$ cat src/verilog/tpo_pkg.sv
package tpo_pkg;

    // ------------------------------------------------------------------
    // Sizes of the pattern unit
    // ------------------------------------------------------------------
    localparam int TPO_NPINS = 16;
    localparam int TPO_NGROUPS = 4;
    localparam int TPO_NCHAN = 4;
    localparam int TPO_ADDR_W = 12;

    // ------------------------------------------------------------------
    // Register byte offsets on the APB slave
    // ------------------------------------------------------------------
    localparam logic [11:0] TPO_OFF_DIR_A = 12'h000;
    localparam logic [11:0] TPO_OFF_DIR_B = 12'h004;
    localparam logic [11:0] TPO_OFF_OUT_A = 12'h008;
    localparam logic [11:0] TPO_OFF_OUT_B = 12'h00c;
    localparam logic [11:0] TPO_OFF_NDE_A = 12'h010;
    localparam logic [11:0] TPO_OFF_NDE_B = 12'h014;
    localparam logic [11:0] TPO_OFF_NXT_A = 12'h018;
    localparam logic [11:0] TPO_OFF_NXT_B = 12'h01c;
    localparam logic [11:0] TPO_OFF_TRIG = 12'h020;
    localparam logic [11:0] TPO_OFF_MODE = 12'h024;

    // ------------------------------------------------------------------
    // Values after reset and fixed fields
    // ------------------------------------------------------------------
    localparam logic [7:0] TPO_RST_BYTE = 8'h00;
    localparam logic [7:0] TPO_RST_TRIG = 8'hff;
    localparam logic [3:0] TPO_RST_MODE = 4'h0;
    localparam logic [3:0] TPO_MODE_RSVD = 4'hf;
    localparam int TPO_MODE_RSVD_POS = 4;
    localparam int TPO_SYNC_STAGES = 2;

    // ------------------------------------------------------------------
    // Event bundle from the timer unit, one bit per channel
    // ------------------------------------------------------------------
    typedef struct packed {
        logic [3:0] cmp_a;
        logic [3:0] cmp_b;
        logic [3:0] cap_a;
        logic [3:0] gra_capture;
    } tpo_timer_evt_t;

    // Picks the event of the channel named by a two-bit select.
    function automatic logic tpo_chan_pick(input logic [3:0] evt, input logic [1:0] sel);
        tpo_chan_pick = evt[sel];
    endfunction

    // Value seen by software when reading a port byte.
    function automatic logic [7:0] tpo_port_view(input logic [7:0] dir, input logic [7:0] dr,
                                                 input logic [7:0] pin);
        tpo_port_view = (dir & dr) | (~dir & pin);
    endfunction

endpackage

$ cat src/verilog/tpo_sync.sv
module tpo_sync
    import tpo_pkg::*;
#(
    parameter int W = 16
)
(
    input wire logic clk,
    input wire logic rst_n,
    input wire logic ce,
    input wire logic [W-1:0] d,
    output logic [W-1:0] q
);

    // ------------------------------------------------------------------
    // Two-stage synchroniser
    // ------------------------------------------------------------------

    logic [W-1:0] stage1;

    // The first stage feeds only the second stage.
    always_ff @(posedge clk or negedge rst_n)
    begin
        if (!rst_n)
        begin
            stage1 <= '0;
            q <= '0;
        end
        else if (ce)
        begin
            stage1 <= d;
            q <= stage1;
        end
    end

endmodule

$ cat src/verilog/tpo_group.sv
module tpo_group
    import tpo_pkg::*;
(
    input wire logic overlap_free,
    input wire logic trig_a,
    input wire logic trig_b,
    input wire logic [3:0] next_bits,
    output logic [3:0] load,
    output logic [3:0] load_val
);

    // ------------------------------------------------------------------
    // Transfer decision for one group of four outputs
    // ------------------------------------------------------------------

    // The A trigger always moves every bit; in the overlap-free mode compare B
    // moves only the zero bits, so falling edges lead rising ones.
    wire all_move = trig_a;
    wire zero_move = overlap_free & trig_b & ~trig_a;

    // Normal mode reacts to A only; the overlap-free mode uses A and B.
    assign load = all_move ? 4'hf : (zero_move ? ~next_bits : 4'h0);
    // B transfers zeros only; ones wait for A.
    assign load_val = next_bits;

endmodule

$ cat src/verilog/tpo_top.sv
module tpo_top
    import tpo_pkg::*;
(
    input wire logic clk,
    input wire logic rst_n,
    input wire logic ce,
    input wire logic psel,
    input wire logic penable,
    input wire logic pwrite,
    input wire logic [11:0] paddr,
    input wire logic [31:0] pwdata,
    input wire logic [3:0] pstrb,
    output logic [31:0] prdata,
    output logic pready,
    output logic pslverr,
    input wire tpo_timer_evt_t timer_evt,
    input wire logic [15:0] timer_pin_oe,
    input wire logic [15:0] timer_pin_val,
    input wire logic [15:0] pin_in,
    output logic [15:0] pin_out,
    output logic [15:0] pin_oe,
    output logic [15:0] pattern_active
);

    // ------------------------------------------------------------------
    // Register state
    // ------------------------------------------------------------------

    logic [15:0] port_direction;
    logic [15:0] next_data_enable;
    logic [15:0] port_output_value;
    logic [15:0] next_pattern;
    logic [7:0] trigger_channel_select;
    logic [3:0] overlap_free_sel;
    logic [31:0] next_prdata;
    logic next_pslverr;
    logic [15:0] next_port_output_value;
    logic [15:0] pin_sync;

    // Named views of the overlap-free selects per group.
    wire group0_overlap_free_sel = overlap_free_sel[0];
    wire group1_overlap_free_sel = overlap_free_sel[1];
    wire group2_overlap_free_sel = overlap_free_sel[2];
    wire group3_overlap_free_sel = overlap_free_sel[3];

    // The four selects again as one vector, one bit per group.
    wire [3:0] grp_mode = {group3_overlap_free_sel, group2_overlap_free_sel,
                           group1_overlap_free_sel, group0_overlap_free_sel};

    // ------------------------------------------------------------------
    // Pin input synchroniser
    // ------------------------------------------------------------------

    // Pins come from outside the clock domain and are read only after two flops.
    tpo_sync #(.W(TPO_NPINS)) u_pin_sync
    (
        .clk(clk),
        .rst_n(rst_n),
        .ce(ce),
        .d(pin_in),
        .q(pin_sync)
    );

    // ------------------------------------------------------------------
    // APB decode
    // ------------------------------------------------------------------

    // The slave never inserts wait states while enabled.
    assign pready = ce;

    // A setup cycle latches read data; an access cycle commits a write.
    wire apb_setup = ce & psel & ~penable;
    wire apb_write = ce & psel & penable & pwrite & pstrb[0];

    // Address hits for each register.
    wire hit_dir_a = (paddr == TPO_OFF_DIR_A);
    wire hit_dir_b = (paddr == TPO_OFF_DIR_B);
    wire hit_out_a = (paddr == TPO_OFF_OUT_A);
    wire hit_out_b = (paddr == TPO_OFF_OUT_B);
    wire hit_nde_a = (paddr == TPO_OFF_NDE_A);
    wire hit_nde_b = (paddr == TPO_OFF_NDE_B);
    wire hit_nxt_a = (paddr == TPO_OFF_NXT_A);
    wire hit_nxt_b = (paddr == TPO_OFF_NXT_B);
    wire hit_trig = (paddr == TPO_OFF_TRIG);
    wire hit_mode = (paddr == TPO_OFF_MODE);
    wire hit_any = hit_dir_a | hit_dir_b | hit_out_a | hit_out_b | hit_nde_a | hit_nde_b
                 | hit_nxt_a | hit_nxt_b | hit_trig | hit_mode;

    // Byte-wide write data in the low lane.
    wire [7:0] wbyte = pwdata[7:0];

    // ------------------------------------------------------------------
    // Trigger selection
    // ------------------------------------------------------------------

    // Register A in capture mode turns the capture event into the A trigger.
    wire [3:0] chan_evt_a = (timer_evt.gra_capture & timer_evt.cap_a)
                          | (~timer_evt.gra_capture & timer_evt.cmp_a);

    // Compare B marks the period and A the margin in the overlap-free mode.
    wire [3:0] chan_evt_b = timer_evt.cmp_b;

    logic [3:0] grp_trig_a;
    logic [3:0] grp_trig_b;
    logic [15:0] hw_load;
    logic [15:0] hw_val;

    // Each group picks its channel and decides which bits it moves.
    for (genvar g = 0; g < TPO_NGROUPS; g++)
    begin : g_grp
        // Two select bits per group choose channel 0 to 3.
        wire [1:0] grp_sel = trigger_channel_select[2*g+1:2*g];
        assign grp_trig_a[g] = tpo_chan_pick(chan_evt_a, grp_sel);
        assign grp_trig_b[g] = tpo_chan_pick(chan_evt_b, grp_sel);

        tpo_group u_group
        (
            .overlap_free(grp_mode[g]),
            .trig_a(grp_trig_a[g]),
            .trig_b(grp_trig_b[g]),
            .next_bits(next_pattern[4*g+3:4*g]),
            .load(hw_load[4*g+3:4*g]),
            .load_val(hw_val[4*g+3:4*g])
        );
    end

    // ------------------------------------------------------------------
    // Output data register update
    // ------------------------------------------------------------------

    // Bits with enable set and direction clear are read-only for software.
    wire [15:0] sw_protect = next_data_enable & ~port_direction;

    // Software write strobes per bit of the output data register.
    wire wr_out_a = apb_write & hit_out_a;
    wire wr_out_b = apb_write & hit_out_b;
    wire [15:0] sw_wr = {{8{wr_out_b}}, {8{wr_out_a}}} & ~sw_protect;

    // A trigger copy wins over a software write in the same cycle; the copy
    // runs whatever the pin function, so input pins still collect pattern data.
    always_comb
    begin
        next_port_output_value = port_output_value;
        for (int i = 0; i < TPO_NPINS; i++)
        begin
            if (sw_wr[i])
            begin
                next_port_output_value[i] = pwdata[i % 8];
            end
            if (hw_load[i])
            begin
                next_port_output_value[i] = hw_val[i];
            end
        end
    end

    // Data register, loaded in the same edge as the trigger.
    always_ff @(posedge clk or negedge rst_n)
    begin
        if (!rst_n)
        begin
            port_output_value <= {TPO_RST_BYTE, TPO_RST_BYTE};
        end
        else if (ce)
        begin
            port_output_value <= next_port_output_value;
        end
    end

    // ------------------------------------------------------------------
    // Configuration registers
    // ------------------------------------------------------------------

    // Direction bytes; a set bit makes the pin an output.
    always_ff @(posedge clk or negedge rst_n)
    begin
        if (!rst_n)
        begin
            port_direction <= {TPO_RST_BYTE, TPO_RST_BYTE};
        end
        else if (apb_write)
        begin
            if (hit_dir_a)
            begin
                port_direction[7:0] <= wbyte;
            end
            if (hit_dir_b)
            begin
                port_direction[15:8] <= wbyte;
            end
        end
    end

    // Next-data enable bytes; a set bit marks a pattern pin and, with direction clear, blocks software writes to the data bit.
    always_ff @(posedge clk or negedge rst_n)
    begin
        if (!rst_n)
        begin
            next_data_enable <= {TPO_RST_BYTE, TPO_RST_BYTE};
        end
        else if (apb_write)
        begin
            if (hit_nde_a)
            begin
                next_data_enable[7:0] <= wbyte;
            end
            if (hit_nde_b)
            begin
                next_data_enable[15:8] <= wbyte;
            end
        end
    end

    // Next pattern bytes, refilled by software between triggers.
    always_ff @(posedge clk or negedge rst_n)
    begin
        if (!rst_n)
        begin
            next_pattern <= {TPO_RST_BYTE, TPO_RST_BYTE};
        end
        else if (apb_write)
        begin
            if (hit_nxt_a)
            begin
                next_pattern[7:0] <= wbyte;
            end
            if (hit_nxt_b)
            begin
                next_pattern[15:8] <= wbyte;
            end
        end
    end

    // Trigger channel selects; every group starts on channel 3.
    always_ff @(posedge clk or negedge rst_n)
    begin
        if (!rst_n)
        begin
            trigger_channel_select <= TPO_RST_TRIG;
        end
        else if (apb_write & hit_trig)
        begin
            trigger_channel_select <= wbyte;
        end
    end

    // Overlap-free selects; every group starts in normal mode.
    always_ff @(posedge clk or negedge rst_n)
    begin
        if (!rst_n)
        begin
            overlap_free_sel <= TPO_RST_MODE;
        end
        else if (apb_write & hit_mode)
        begin
            overlap_free_sel <= wbyte[3:0];
        end
    end

    // ------------------------------------------------------------------
    // Read path
    // ------------------------------------------------------------------

    // Selects the read value; input bits show the synchronised pins.
    always_comb
    begin
        next_prdata = 32'h0000_0000;
        next_pslverr = 1'b0;
        case (1'b1)
            hit_dir_a: next_prdata[7:0] = port_direction[7:0];
            hit_dir_b: next_prdata[7:0] = port_direction[15:8];
            hit_out_a: next_prdata[7:0] = tpo_port_view(port_direction[7:0],
                                                        port_output_value[7:0], pin_sync[7:0]);
            hit_out_b: next_prdata[7:0] = tpo_port_view(port_direction[15:8],
                                                        port_output_value[15:8], pin_sync[15:8]);
            hit_nde_a: next_prdata[7:0] = next_data_enable[7:0];
            hit_nde_b: next_prdata[7:0] = next_data_enable[15:8];
            hit_nxt_a: next_prdata[7:0] = next_pattern[7:0];
            hit_nxt_b: next_prdata[7:0] = next_pattern[15:8];
            hit_trig: next_prdata[7:0] = trigger_channel_select;
            hit_mode: next_prdata[7:0] = {TPO_MODE_RSVD, overlap_free_sel};
            default: next_pslverr = ~hit_any;
        endcase
    end

    // Read data are captured in the setup cycle and held for the access cycle.
    always_ff @(posedge clk or negedge rst_n)
    begin
        if (!rst_n)
        begin
            prdata <= 32'h0000_0000;
        end
        else if (apb_setup)
        begin
            prdata <= next_prdata;
        end
    end

    // The error flag is captured with the read data, so both stand together.
    always_ff @(posedge clk or negedge rst_n)
    begin
        if (!rst_n)
        begin
            pslverr <= 1'b0;
        end
        else if (apb_setup)
        begin
            pslverr <= next_pslverr;
        end
    end

    // ------------------------------------------------------------------
    // Pin drive
    // ------------------------------------------------------------------

    // Pattern output needs both the direction and the next-data enable bit.
    assign pattern_active = port_direction & next_data_enable & ~timer_pin_oe;

    // The pin shows the data register, so it starts from its current value;
    // a timer output on the shared pin takes the pin over.
    assign pin_out = (timer_pin_oe & timer_pin_val)
                   | (~timer_pin_oe & port_output_value);

    // Direction alone makes a plain output; enable without direction stays an input.
    assign pin_oe = timer_pin_oe | port_direction;

endmodule

$ cat config.mk
export PLATFORM = sky130hd
export DESIGN_NAME = tpo_top
export DESIGN_NICKNAME = d
export VERILOG_FILES = /design/src/verilog/tpo_pkg.sv /design/src/verilog/tpo_sync.sv /design/src/verilog/tpo_group.sv /design/src/verilog/tpo_top.sv
export SDC_FILE = /design/constraint.sdc
export NUM_CORES = 1
export LEC_CHECK = 0
export BUFFER_PORTS_ARGS = -buffer_cell sky130_fd_sc_hd__clkbuf_2
export CORE_MARGIN = 2
export CORE_UTILIZATION = 53
export CTS_CLUSTER_SIZE = 30
export DETAILED_ROUTE_END_ITERATION = 6
export PLACE_DENSITY = 0.85
export SLEW_MARGIN = 20
export SYNTH_ARGS = -nofsm -noshare
export SYNTH_HDL_FRONTEND = slang
export SYNTH_SLANG_ARGS = --single-unit
$ cat constraint.sdc
create_clock -name clk -period 2.7 [get_ports clk]
set_clock_uncertainty 0.2 [all_clocks]
set_input_delay 0.81 -clock clk [delete_from_list [all_inputs] [get_ports clk]]
set_output_delay 0.81 -clock clk [all_outputs]
set_load 0.05 [all_outputs]
# Word-level counts from Yosys, hierarchy flattened
# Cells that the tools add are included.
word_totals:
  inputBits: 118
  register_bits: 117
op_classes:
  bitwise_logic: 59
  n_eq_ne: 9
  n_lt_le_gt_ge: 4
  n_reduce_logical: 39
  muxes: 76
ops:
  columns: ["op", "count"]
  rows:
  - ["16-bit bitwise AND", 6]
  - ["8-bit two-way mux", 10]
  - ["1-bit two-way mux", 50]
  - ["12-bit by 5-bit equality test with 1-bit output (second input constant)", 4]
  - ["16-bit NOT", 3]
  - ["2-bit AND reduction", 22]
  - ["8-bit bitwise AND", 4]
  - ["4-bit two-way mux", 8]
  - ["16-bit bitwise OR", 2]
  - ["2-bit nonzero test", 16]
  - ["12-bit by 4-bit equality test with 1-bit output (second input constant)", 2]
  - ["12-bit by 6-bit equality test with 1-bit output (second input constant)", 2]
  - ["4-bit NOT", 5]
  - ["1-bit bitwise AND", 17]
  - ["1-bit binary-select mux with 2-bit select", 8]
  - ["8-bit NOT", 2]
  - ["8-bit bitwise OR", 2]
  - ["12-bit by 3-bit equality test with 1-bit output (second input constant)", 1]
  - ["12-bit logical NOT", 1]
  - ["2-bit by 3-bit less-than comparator with 1-bit output (second input constant)", 4]
  - ["1-bit bitwise OR", 9]
  - ["4-bit bitwise AND", 2]
  - ["1-bit NOT", 6]
  - ["4-bit bitwise OR", 1]

# Longest topological paths before layout
# Gate-level depths: netlist of the first run.
logic_depth:
  word_depth: 21
  depth_mapped: 8
  depth_no_buf: 6

# Cells and area by module
# A second synthesis of the first run with hierarchy kept.
hier_totals:
  hier_cells: 703
  hier_area_um2: 7387.1
modules_own_cells:
  columns: ["module", "cells_per_inst", "area_per_inst_um2", "n_inst"]
  rows:
  - ["tpo_top", 599, 5776.8, 1]
  - ["tpo_sync", 68, 1345.0, 1]
  - ["tpo_group", 9, 66.3, 4]

# Worst setup path before layout of the first run
# Ideal clock, no wire load.
synth_timing:
  kind: "input -> output"
  startpoint: "in timer_pin_oe[11]"
  endpoint: "out pin_out[11]"
  arrival_time_ps: 1906
  required_time_ps: 1690
  cell_stages: 1
  setup_slack_ps: -216
  cell_sequence: "o21ai_0"
synth_via:
  elab_chain_len: 3
synth_lines:
  columns: ["element", "line_no", "rtl"]
  rows:
  - ["from (decl)", "tpo_top.sv:17", "input wire logic [15:0] timer_pin_oe,"]
  - ["16-bit NOT", "tpo_top.sv:322", "| (~timer_pin_oe & port_output_value);"]
  - ["16-bit bitwise AND", "tpo_top.sv:322", null]
  - ["16-bit bitwise OR *", "tpo_top.sv:322", null]
  - ["to (decl)", "tpo_top.sv:20", "output logic [15:0] pin_out,"]
# Mark *: on every way between the ends. The rest lies on a longest branch, timed or not.

# Worst setup path after layout of the first run
layout_timing:
  startpoint: "reg port_direction[3]"
  endpoint: "out pin_oe[3]"
layout_via:
  elab_chain_len: 1
layout_lines:
  columns: ["element", "line_no", "rtl"]
  rows:
  - ["from (decl)", "tpo_top.sv:29", "logic [15:0] port_direction;"]
  - ["from (signal assigned)", "tpo_top.sv:179", "port_direction <= {TPO_RST_BYTE, TPO_RST_BYTE};"]
  - ["from (signal assigned)", "tpo_top.sv:185", "port_direction[7:0] <= wbyte;"]
  - ["16-bit bitwise OR", "tpo_top.sv:325", "assign pin_oe = timer_pin_oe | port_direction;"]
  - ["to (decl)", "tpo_top.sv:21", "output logic [15:0] pin_oe,"]
# Every way passes these cells.

==> results of run 1 <==
## stage by stage
step,hold slack [ps],utilization (%),total power [mW],instances,worst slack [ps]
final,139,68.5,5.01,1044,237
after global routing,164,68.5,5.18,1044,195
after CTS,143,68.5,5.02,1044,236
after detailed placement,291,64.0,2.88,1012,-3.15
after global placement,277,64.0,2.86,1012,1.79
after floorplan,275,-,2.58,694,169
## area by class of cell
class / instances / share of cell area, %
Clock buffer: 28 / 5.98
Clock inverter: 4 / 0.521
Inverter: 19 / 0.825
Multi-Input combinational cell: 505 / 42.0
Sequential cell: 117 / 34.0
Tap cell: 172 / 2.49
Timing Repair Buffer: 199 / 14.2
## logic make-up after synthesis
family	share of synthesized area [%]
compound gates	14.1
flops	42.8
other cells	0.0547
mux	24.1
simple gates	13.5
buf+inv	5.47
## registers in the layout, indices dropped and copies added, names as in the netlist
register                flops
prdata                      8
port_direction             16
u_pin_sync.q               16
pslverr                     1
grp_mode                    4
port_output_value          16
next_data_enable           16
u_pin_sync.stage1          16
trigger_channel_select      8
next_pattern               16
## routing by layer
layer | up-vias | share of wire, %
met2 | 312 | 49
met1 | 2996 | 39
met4 | 0 | 4.5
li1 | 2774 | -
met5 | - | 0
met3 | 66 | 7.5
## cells in the mapped netlist (15+ instances only)
cell type	number	share of area [%]
sky130_fd_sc_hd__a21oi_1	40	2.9
sky130_fd_sc_hd__nor2_1	36	2.0
sky130_fd_sc_hd__nor2b_1	21	1.9
sky130_fd_sc_hd__mux2_2	103	17
sky130_fd_sc_hd__or2_2	19	1.7
sky130_fd_sc_hd__buf_4	26	2.8
sky130_fd_sc_hd__nand2_1	56	3.1
sky130_fd_sc_hd__o22ai_1	38	3.5
sky130_fd_sc_hd__o21ai_0	60	4.4
sky130_fd_sc_hd__mux2i_1	31	4.5
sky130_fd_sc_hd__clkbuf_1	15	0.82
sky130_fd_sc_hd__inv_1	19	1.0
sky130_fd_sc_hd__dfrtp_1	109	40
## critical path, delay by kind of cell, from the launching register on
kind | cells | cell delay (ps)
buf+inv | 1 | 240
flops | 1 | 470
simple gates | 1 | 320
## final timing paths
path / from / endpoint / slack, ps / cells past startpoint
max reg2reg: trigger_channel_select[6] / port_output_value[15] / 530 / 5
min: rst_n / next_pattern[5] / 140 / 1
max: port_direction[3] / pin_oe[3] / 240 / 2
min in group clk: prdata[1] / prdata[1] / 290 / 2
max in group asynchronous: rst_n / trigger_channel_select[4] / 1520 / 2
min reg2reg: prdata[1] / prdata[1] / 290 / 2
## report_power, final
group,total (mW),internal (mW),switching [mW]
logic,0.916,0.303,0.614
registers,1.95,1.88,0.0748
clock network,2.14,1.38,0.761
total,5.01,3.56,1.45
==> results.txt, run 1 <==
- Area of the die: 13900 um^2
- Core ar.: 12600 um^2
* Setup repair after global routing missed its margin: no
- TNS Setup: 0 ps
* Number of buffers created by CTS: 17
* Capturing element type of the critical path: output port
- Detailed-routing iteration count for the pre-antenna-repair pass: 5
- Setup violations remaining at the end of the flow were counted as 0.
- The number of global-route vias before repair came to 6088.
- The worst path needs 2460 ps of the cycle, external delays included.
- Synthesis handed over a netlist of 671 instances.
* Fmax: 0.406 GHz
- Signal arrival time at the worst endpoint: 1450 ps
- For this run, asynchronously set or reset flops after synthesis account for 100%.
- Seq. cell area: 2940 um^2
- The number of gates resized after CTS was 0.
- Slew Viols, Final: 0
- Buffers placed on the I/O ports in this run total 148.
- Count of unresolved DRC violations after routing: 0
* Pin slew with the least headroom to its limit: 588 ps
* Cell area after layout: 8640 um^2
- In the layout the commonest cells are sky130_fd_sc_hd__clkbuf_2 (146), sky130_fd_sc_hd__dfrtp_1 (109), sky130_fd_sc_hd__mux2_2 (103), sky130_fd_sc_hd__nand2_1 (56), sky130_fd_sc_hd__buf_4 (45).
* Total global routing overflow: 0
- After floorplanning, the core was divided into 41 placement rows.
- Clock tree from TritonCTS: done
* Met2 Track Usage GR: 46.3%
- Initial Utilization: 54.3%
- Overall die height: 118 um
* Number of distinct library cells after synthesis: 52
- Fraction of final layout cells sized beyond drive strength 1: 43.3%
* Average instance area after synthesis: 10.2 um^2
- Master cell of the clock root buffer: sky130_fd_sc_hd__clkbuf_16
- Yosys printed 0 warnings.
* Number of nets with antenna violations after routing: 0
* # Max-Cap Violations: 0
* Final GP Congestion: 0.913
- STA puts the critical path data required time at 1690 ps.
- For this run, the slowest stage of the critical path takes 470 ps.
- Along the worst path, the maximum fanout reaches 8.
* Die Width: 118 um
- VDD sags by at most 0.000510 V.
- Global-route track usage on met1: 35.9%
* Overall routed net length: 19200 um
- Estimated wirelength of the detail-placed design: 13800 um
- Power spread over the standard cell area amounts to 580 nW/um^2.
- The number of hold buffers added after CTS was 0.
- Across every metal layer, demand over resource in global routing totals 28.5%.
- The slowest stage of the critical path belongs to the cell sky130_fd_sc_hd__dfrtp_1.
* Count of clock tree sinks: 117
- Initial DRC Count: 467
* Maximum number of buffers from clock root to sink: 2
* Main flop type after synthesis: sky130_fd_sc_hd__dfrtp_1
- The detailed router placed 6148 vias in this run.
* Multi-input combinational cell area: 3630 um^2
- Tightest Hold Check Type: in2async
- Vias per inst: 5.89
- Synthesis inferred 117 register bits.
- Entering global routing, the biggest net connects 49 pins.
* IO Count: 200
* Filler Cell Count: 956
- Number of endpoints with negative hold slack in the final report: 0
- Final worst-path cycle share: 91.2%
* Number of buffers inserted to repair setup after CTS: 0
- The library cell used most frequently in the layout, excluding fill and tap cells, is sky130_fd_sc_hd__clkbuf_2.
- After clock tree synthesis, the clock-pin slew on the worst setup and hold paths is 50 ps.
* Post-synthesis instance area: 6860 um^2
- For met3 alone, demand over resource in global routing was 6.01%.
* Most used routing layer in global routing: met2
* Type of the worst setup path: reg2out
- Worst slew margin: 60.8%
- Antenna diode count: 0
- The number of antenna violations at the first check in global routing came to 0.
- Final layout net count: 977
- Skew-Pair Late Insertion Delay: 420 ps
* Critical Path Source Type: register
- Instance area at placement: 8080 um^2
- # H-tree levels: 4
- Ordered cell list for the critical path: or2_2, clkbuf_2
- Area grow syn2layout: 26.1%
- The first global-routing pass estimated 30800 um of wire.
- Result of the run: completed
- The analysis attributes to cell leakage a power of 4.15 nW.
- The synthesized design contains 0 enable-type register cells.
* Drt wl/cell: 18.4 um
- Of the synthesized area, sequential elements account for 42.8%.
Note: power is estimated with default switching activity, not from simulation.
==> inputs of run 2 (changes only) <==
CORE_MARGIN = not set   (was 2)
==> results.txt, run 2 (synthesis results as in run 1) <==
* Final worst-path cycle share: 91.3% (+0.11 points)
* Buf+Inv Stages, Crit Path: 1 (unchanged)
* Minimum clock period after layout: 2470 ps (+2.88 ps)
* Fraction of final layout cells sized beyond drive strength 1: 43.9% (+0.55 points)
- STA classifies the critical path endpoint as an output port.
- I/O Buffers: 148 (unchanged)
- The via density per instance came to 5.89 (about the same).
- The largest stage delay on the critical path was 470 ps (about the same).
- Initial DRC Count: 372 (-20%)
* Hold buffer count at CTS: 0 (unchanged)
- The maximum fanout encountered on the critical timing path was 6 (-2).
- The slowest stage of the critical path is the sky130_fd_sc_hd__dfrtp_1 cell.
* # H-tree levels: 4 (unchanged)
- The clock-pin slew on the worst setup and hold paths is 50 ps (about the same).
- Fmax: 0.406 GHz (-0.12%)
* Number of nets with antenna violations after routing: 0 (unchanged)
- TNS Setup: 0 ps (unchanged)
- Switching power of the nets: 1.47 mW (+1.7%)
- Met3 Routed Length: 1300 um (-9.3%)
- Site row count: 41 (unchanged)
* Signal arrival time at the worst endpoint: 1460 ps (about the same)
- Most common cell after layout, fill and taps aside: sky130_fd_sc_hd__clkbuf_2
- Pin slew with the least headroom to its limit: 592 ps (+3.19 ps)
- The final weighted congestion in routability-driven placement is 0.928 (+1.7%).
- Area of the die: 13400 um^2 (-3.4%)
* Estimated wirelength of the detail-placed design: 14000 um (+1.2%)
- The clock buffer count from CTS is 17 (unchanged).
* Count of clock tree sinks: 117 (unchanged)
- Uppermost metal layer occupied by signal nets: met4
- The total setup buffers inserted after CTS is 0 (unchanged).
- Overall die height: 116 um (-1.7%)
- The critical path goes through or2_2, clkbuf_2.
- Drt wl/cell: 18.3 um (-0.26%)
- The leakage power figure was 4.19 nW (+0.94%).
* Internal cell power: 3.67 mW (+3.1%)
- Combinational share of power: 17.8% (-0.5 points)
- Final layout net count: 982 (+0.51%)
* Maximum VDD drop: 0.000330 V (-35%)
* Tightest Hold Check Type: in2async
- Count of unresolved DRC violations after routing: 0 (unchanged)
* Initial Utilization: 54.3% (unchanged)
* Proportion of power drawn by the clock network: 44.3% (+1.5 points)
* Clock tree from TritonCTS: done
* IO Count: 200 (unchanged)
- Die Width: 116 um (-1.7%)
- Detailed-routing iteration count for the pre-antenna-repair pass: 5 (unchanged)
- Skew-Pair Late Insertion Delay: 420 ps (about the same)
* Maximum number of buffers from clock root to sink: 2 (unchanged)
- The number of global-route vias before repair came to 5968 (-2.0%).
- Share of power burned in registers: 37.9% (-1.1 points)
* Number of endpoints with negative hold slack in the final report: 0 (unchanged)
- The number of gates given a new drive strength after cts was 0 (unchanged).
* Routed length on met2: 9630 um (+3.3%)
- Master cell of the clock root buffer: sky130_fd_sc_hd__clkbuf_16
- DRT met1 WL: 7650 um (+1.3%)
* Critical Path Source Type: register
- Type of the worst setup path: reg2out
- The area of the core is 12600 um^2 (unchanged).
- The antenna diode instance count is 0 (unchanged).
- The kind of cell with the highest combined delay along the critical path is flip-flops.
- Pin count of the biggest net entering global routing: 51 (+4.1%)
- Fraction of power spent switching nets: 28.6% (-0.29 points)
* Area grow syn2layout: 26.9%
- Required time at the worst-slack endpoint: 1690 ps (about the same)
* Total global routing overflow: 0 (unchanged)
- Worst hold margin: 63.8 ps (-75.7 ps)
- The ratio of total power to cell area was 592 nW/um^2 (+2.1%).
* Overall routed net length: 19200 um (+0.22%)
* Tot GR Track Use: 30.4% (+1.9 points)
* Via count: 6178 (+0.49%)
- The worst slew slack as a fraction of its limit came to 60.6% (-0.21 points).
* Result of the run: completed
- The number of maximum-capacitance violations is 0 (unchanged).
- The top cell types in the final layout, fill and taps aside, are sky130_fd_sc_hd__clkbuf_2 (147), sky130_fd_sc_hd__dfrtp_1 (109), sky130_fd_sc_hd__mux2_2 (103), sky130_fd_sc_hd__nand2_1 (56), sky130_fd_sc_hd__buf_4 (50).
- The total power of the final layout came to 5.15 mW (+2.7%).
- First-pass GRT wire length: 30500 um (-1.1%)
* Setup repair after global routing missed its margin: no
- The final count of pins violating max slew was 0 (unchanged).
- The number of endpoints failing setup at the final stage came to 0 (unchanged).
- The number of antenna violations at the first check in global routing was 0 (unchanged).
[run 2: cell types whose count changed in the layout (fill, tap and decap cells not counted), sizes merged]
cell / change
buf: +4
clkbuf: -4
bufinv: +2
clkinv: +2
clkinvlp: +1
[run 2: worst paths after layout]
path | startpoint | end | slack, ps | cells past startpoint
worst max-delay path | port_direction[15] | pin_oe[15] | 230 | 2
worst min-delay path | rst_n | u_pin_sync.q[5] | 60 | 1
worst max register to register | trigger_channel_select[2] | port_output_value[4] | 480 | 5
worst min register to register | prdata[2] | prdata[2] | 300 | 2
max in group asynchronous | rst_n | trigger_channel_select[3] | 1610 | 2
min in group clk | prdata[2] | prdata[2] | 300 | 2
[run 2: layout make-up]
type	instances	area (um^2)
clock inverters	9	126
well taps	172	215
multi-input cells	505	3630
repair buffers	204	1250
flip-flops and latches	117	2940
fillers	974	3920
inverters	19	71.3
clock buffers	23	468
[run 2: power groups by stage]
stage / logic [mW] / clock network, mW / registers, mW
after detailed placement: 0.907 / 0 / 1.98
final: 0.917 / 2.28 / 1.95
after CTS: 0.914 / 2.29 / 1.95
after global placement: 0.890 / 0 / 1.97
after global routing: 0.985 / 2.39 / 1.96
after floorplan: 0.597 / 0 / 1.98
[run 2: stage by stage]
stage,setup slack (ps),utilization [%],area [um^2],std cells
floorplan,169,-,6940,694
global placement,-15.4,64.2,8110,1017
detailed placement,-59.3,64.2,8110,1017
CTS,239,68.9,8700,1049
global route,146,68.9,8700,1049
finish,234,68.9,8700,1049
[run 2: metal layers]
| layer | up-vias | global-route usage, % |
|---|---|---|
| li1 | 2791 | - |
| met1 | 3006 | 37.3 |
| met2 | 323 | 52.6 |
| met3 | 58 | 5.54 |
| met4 | 0 | 13.2 |
| met5 | - | 0 |
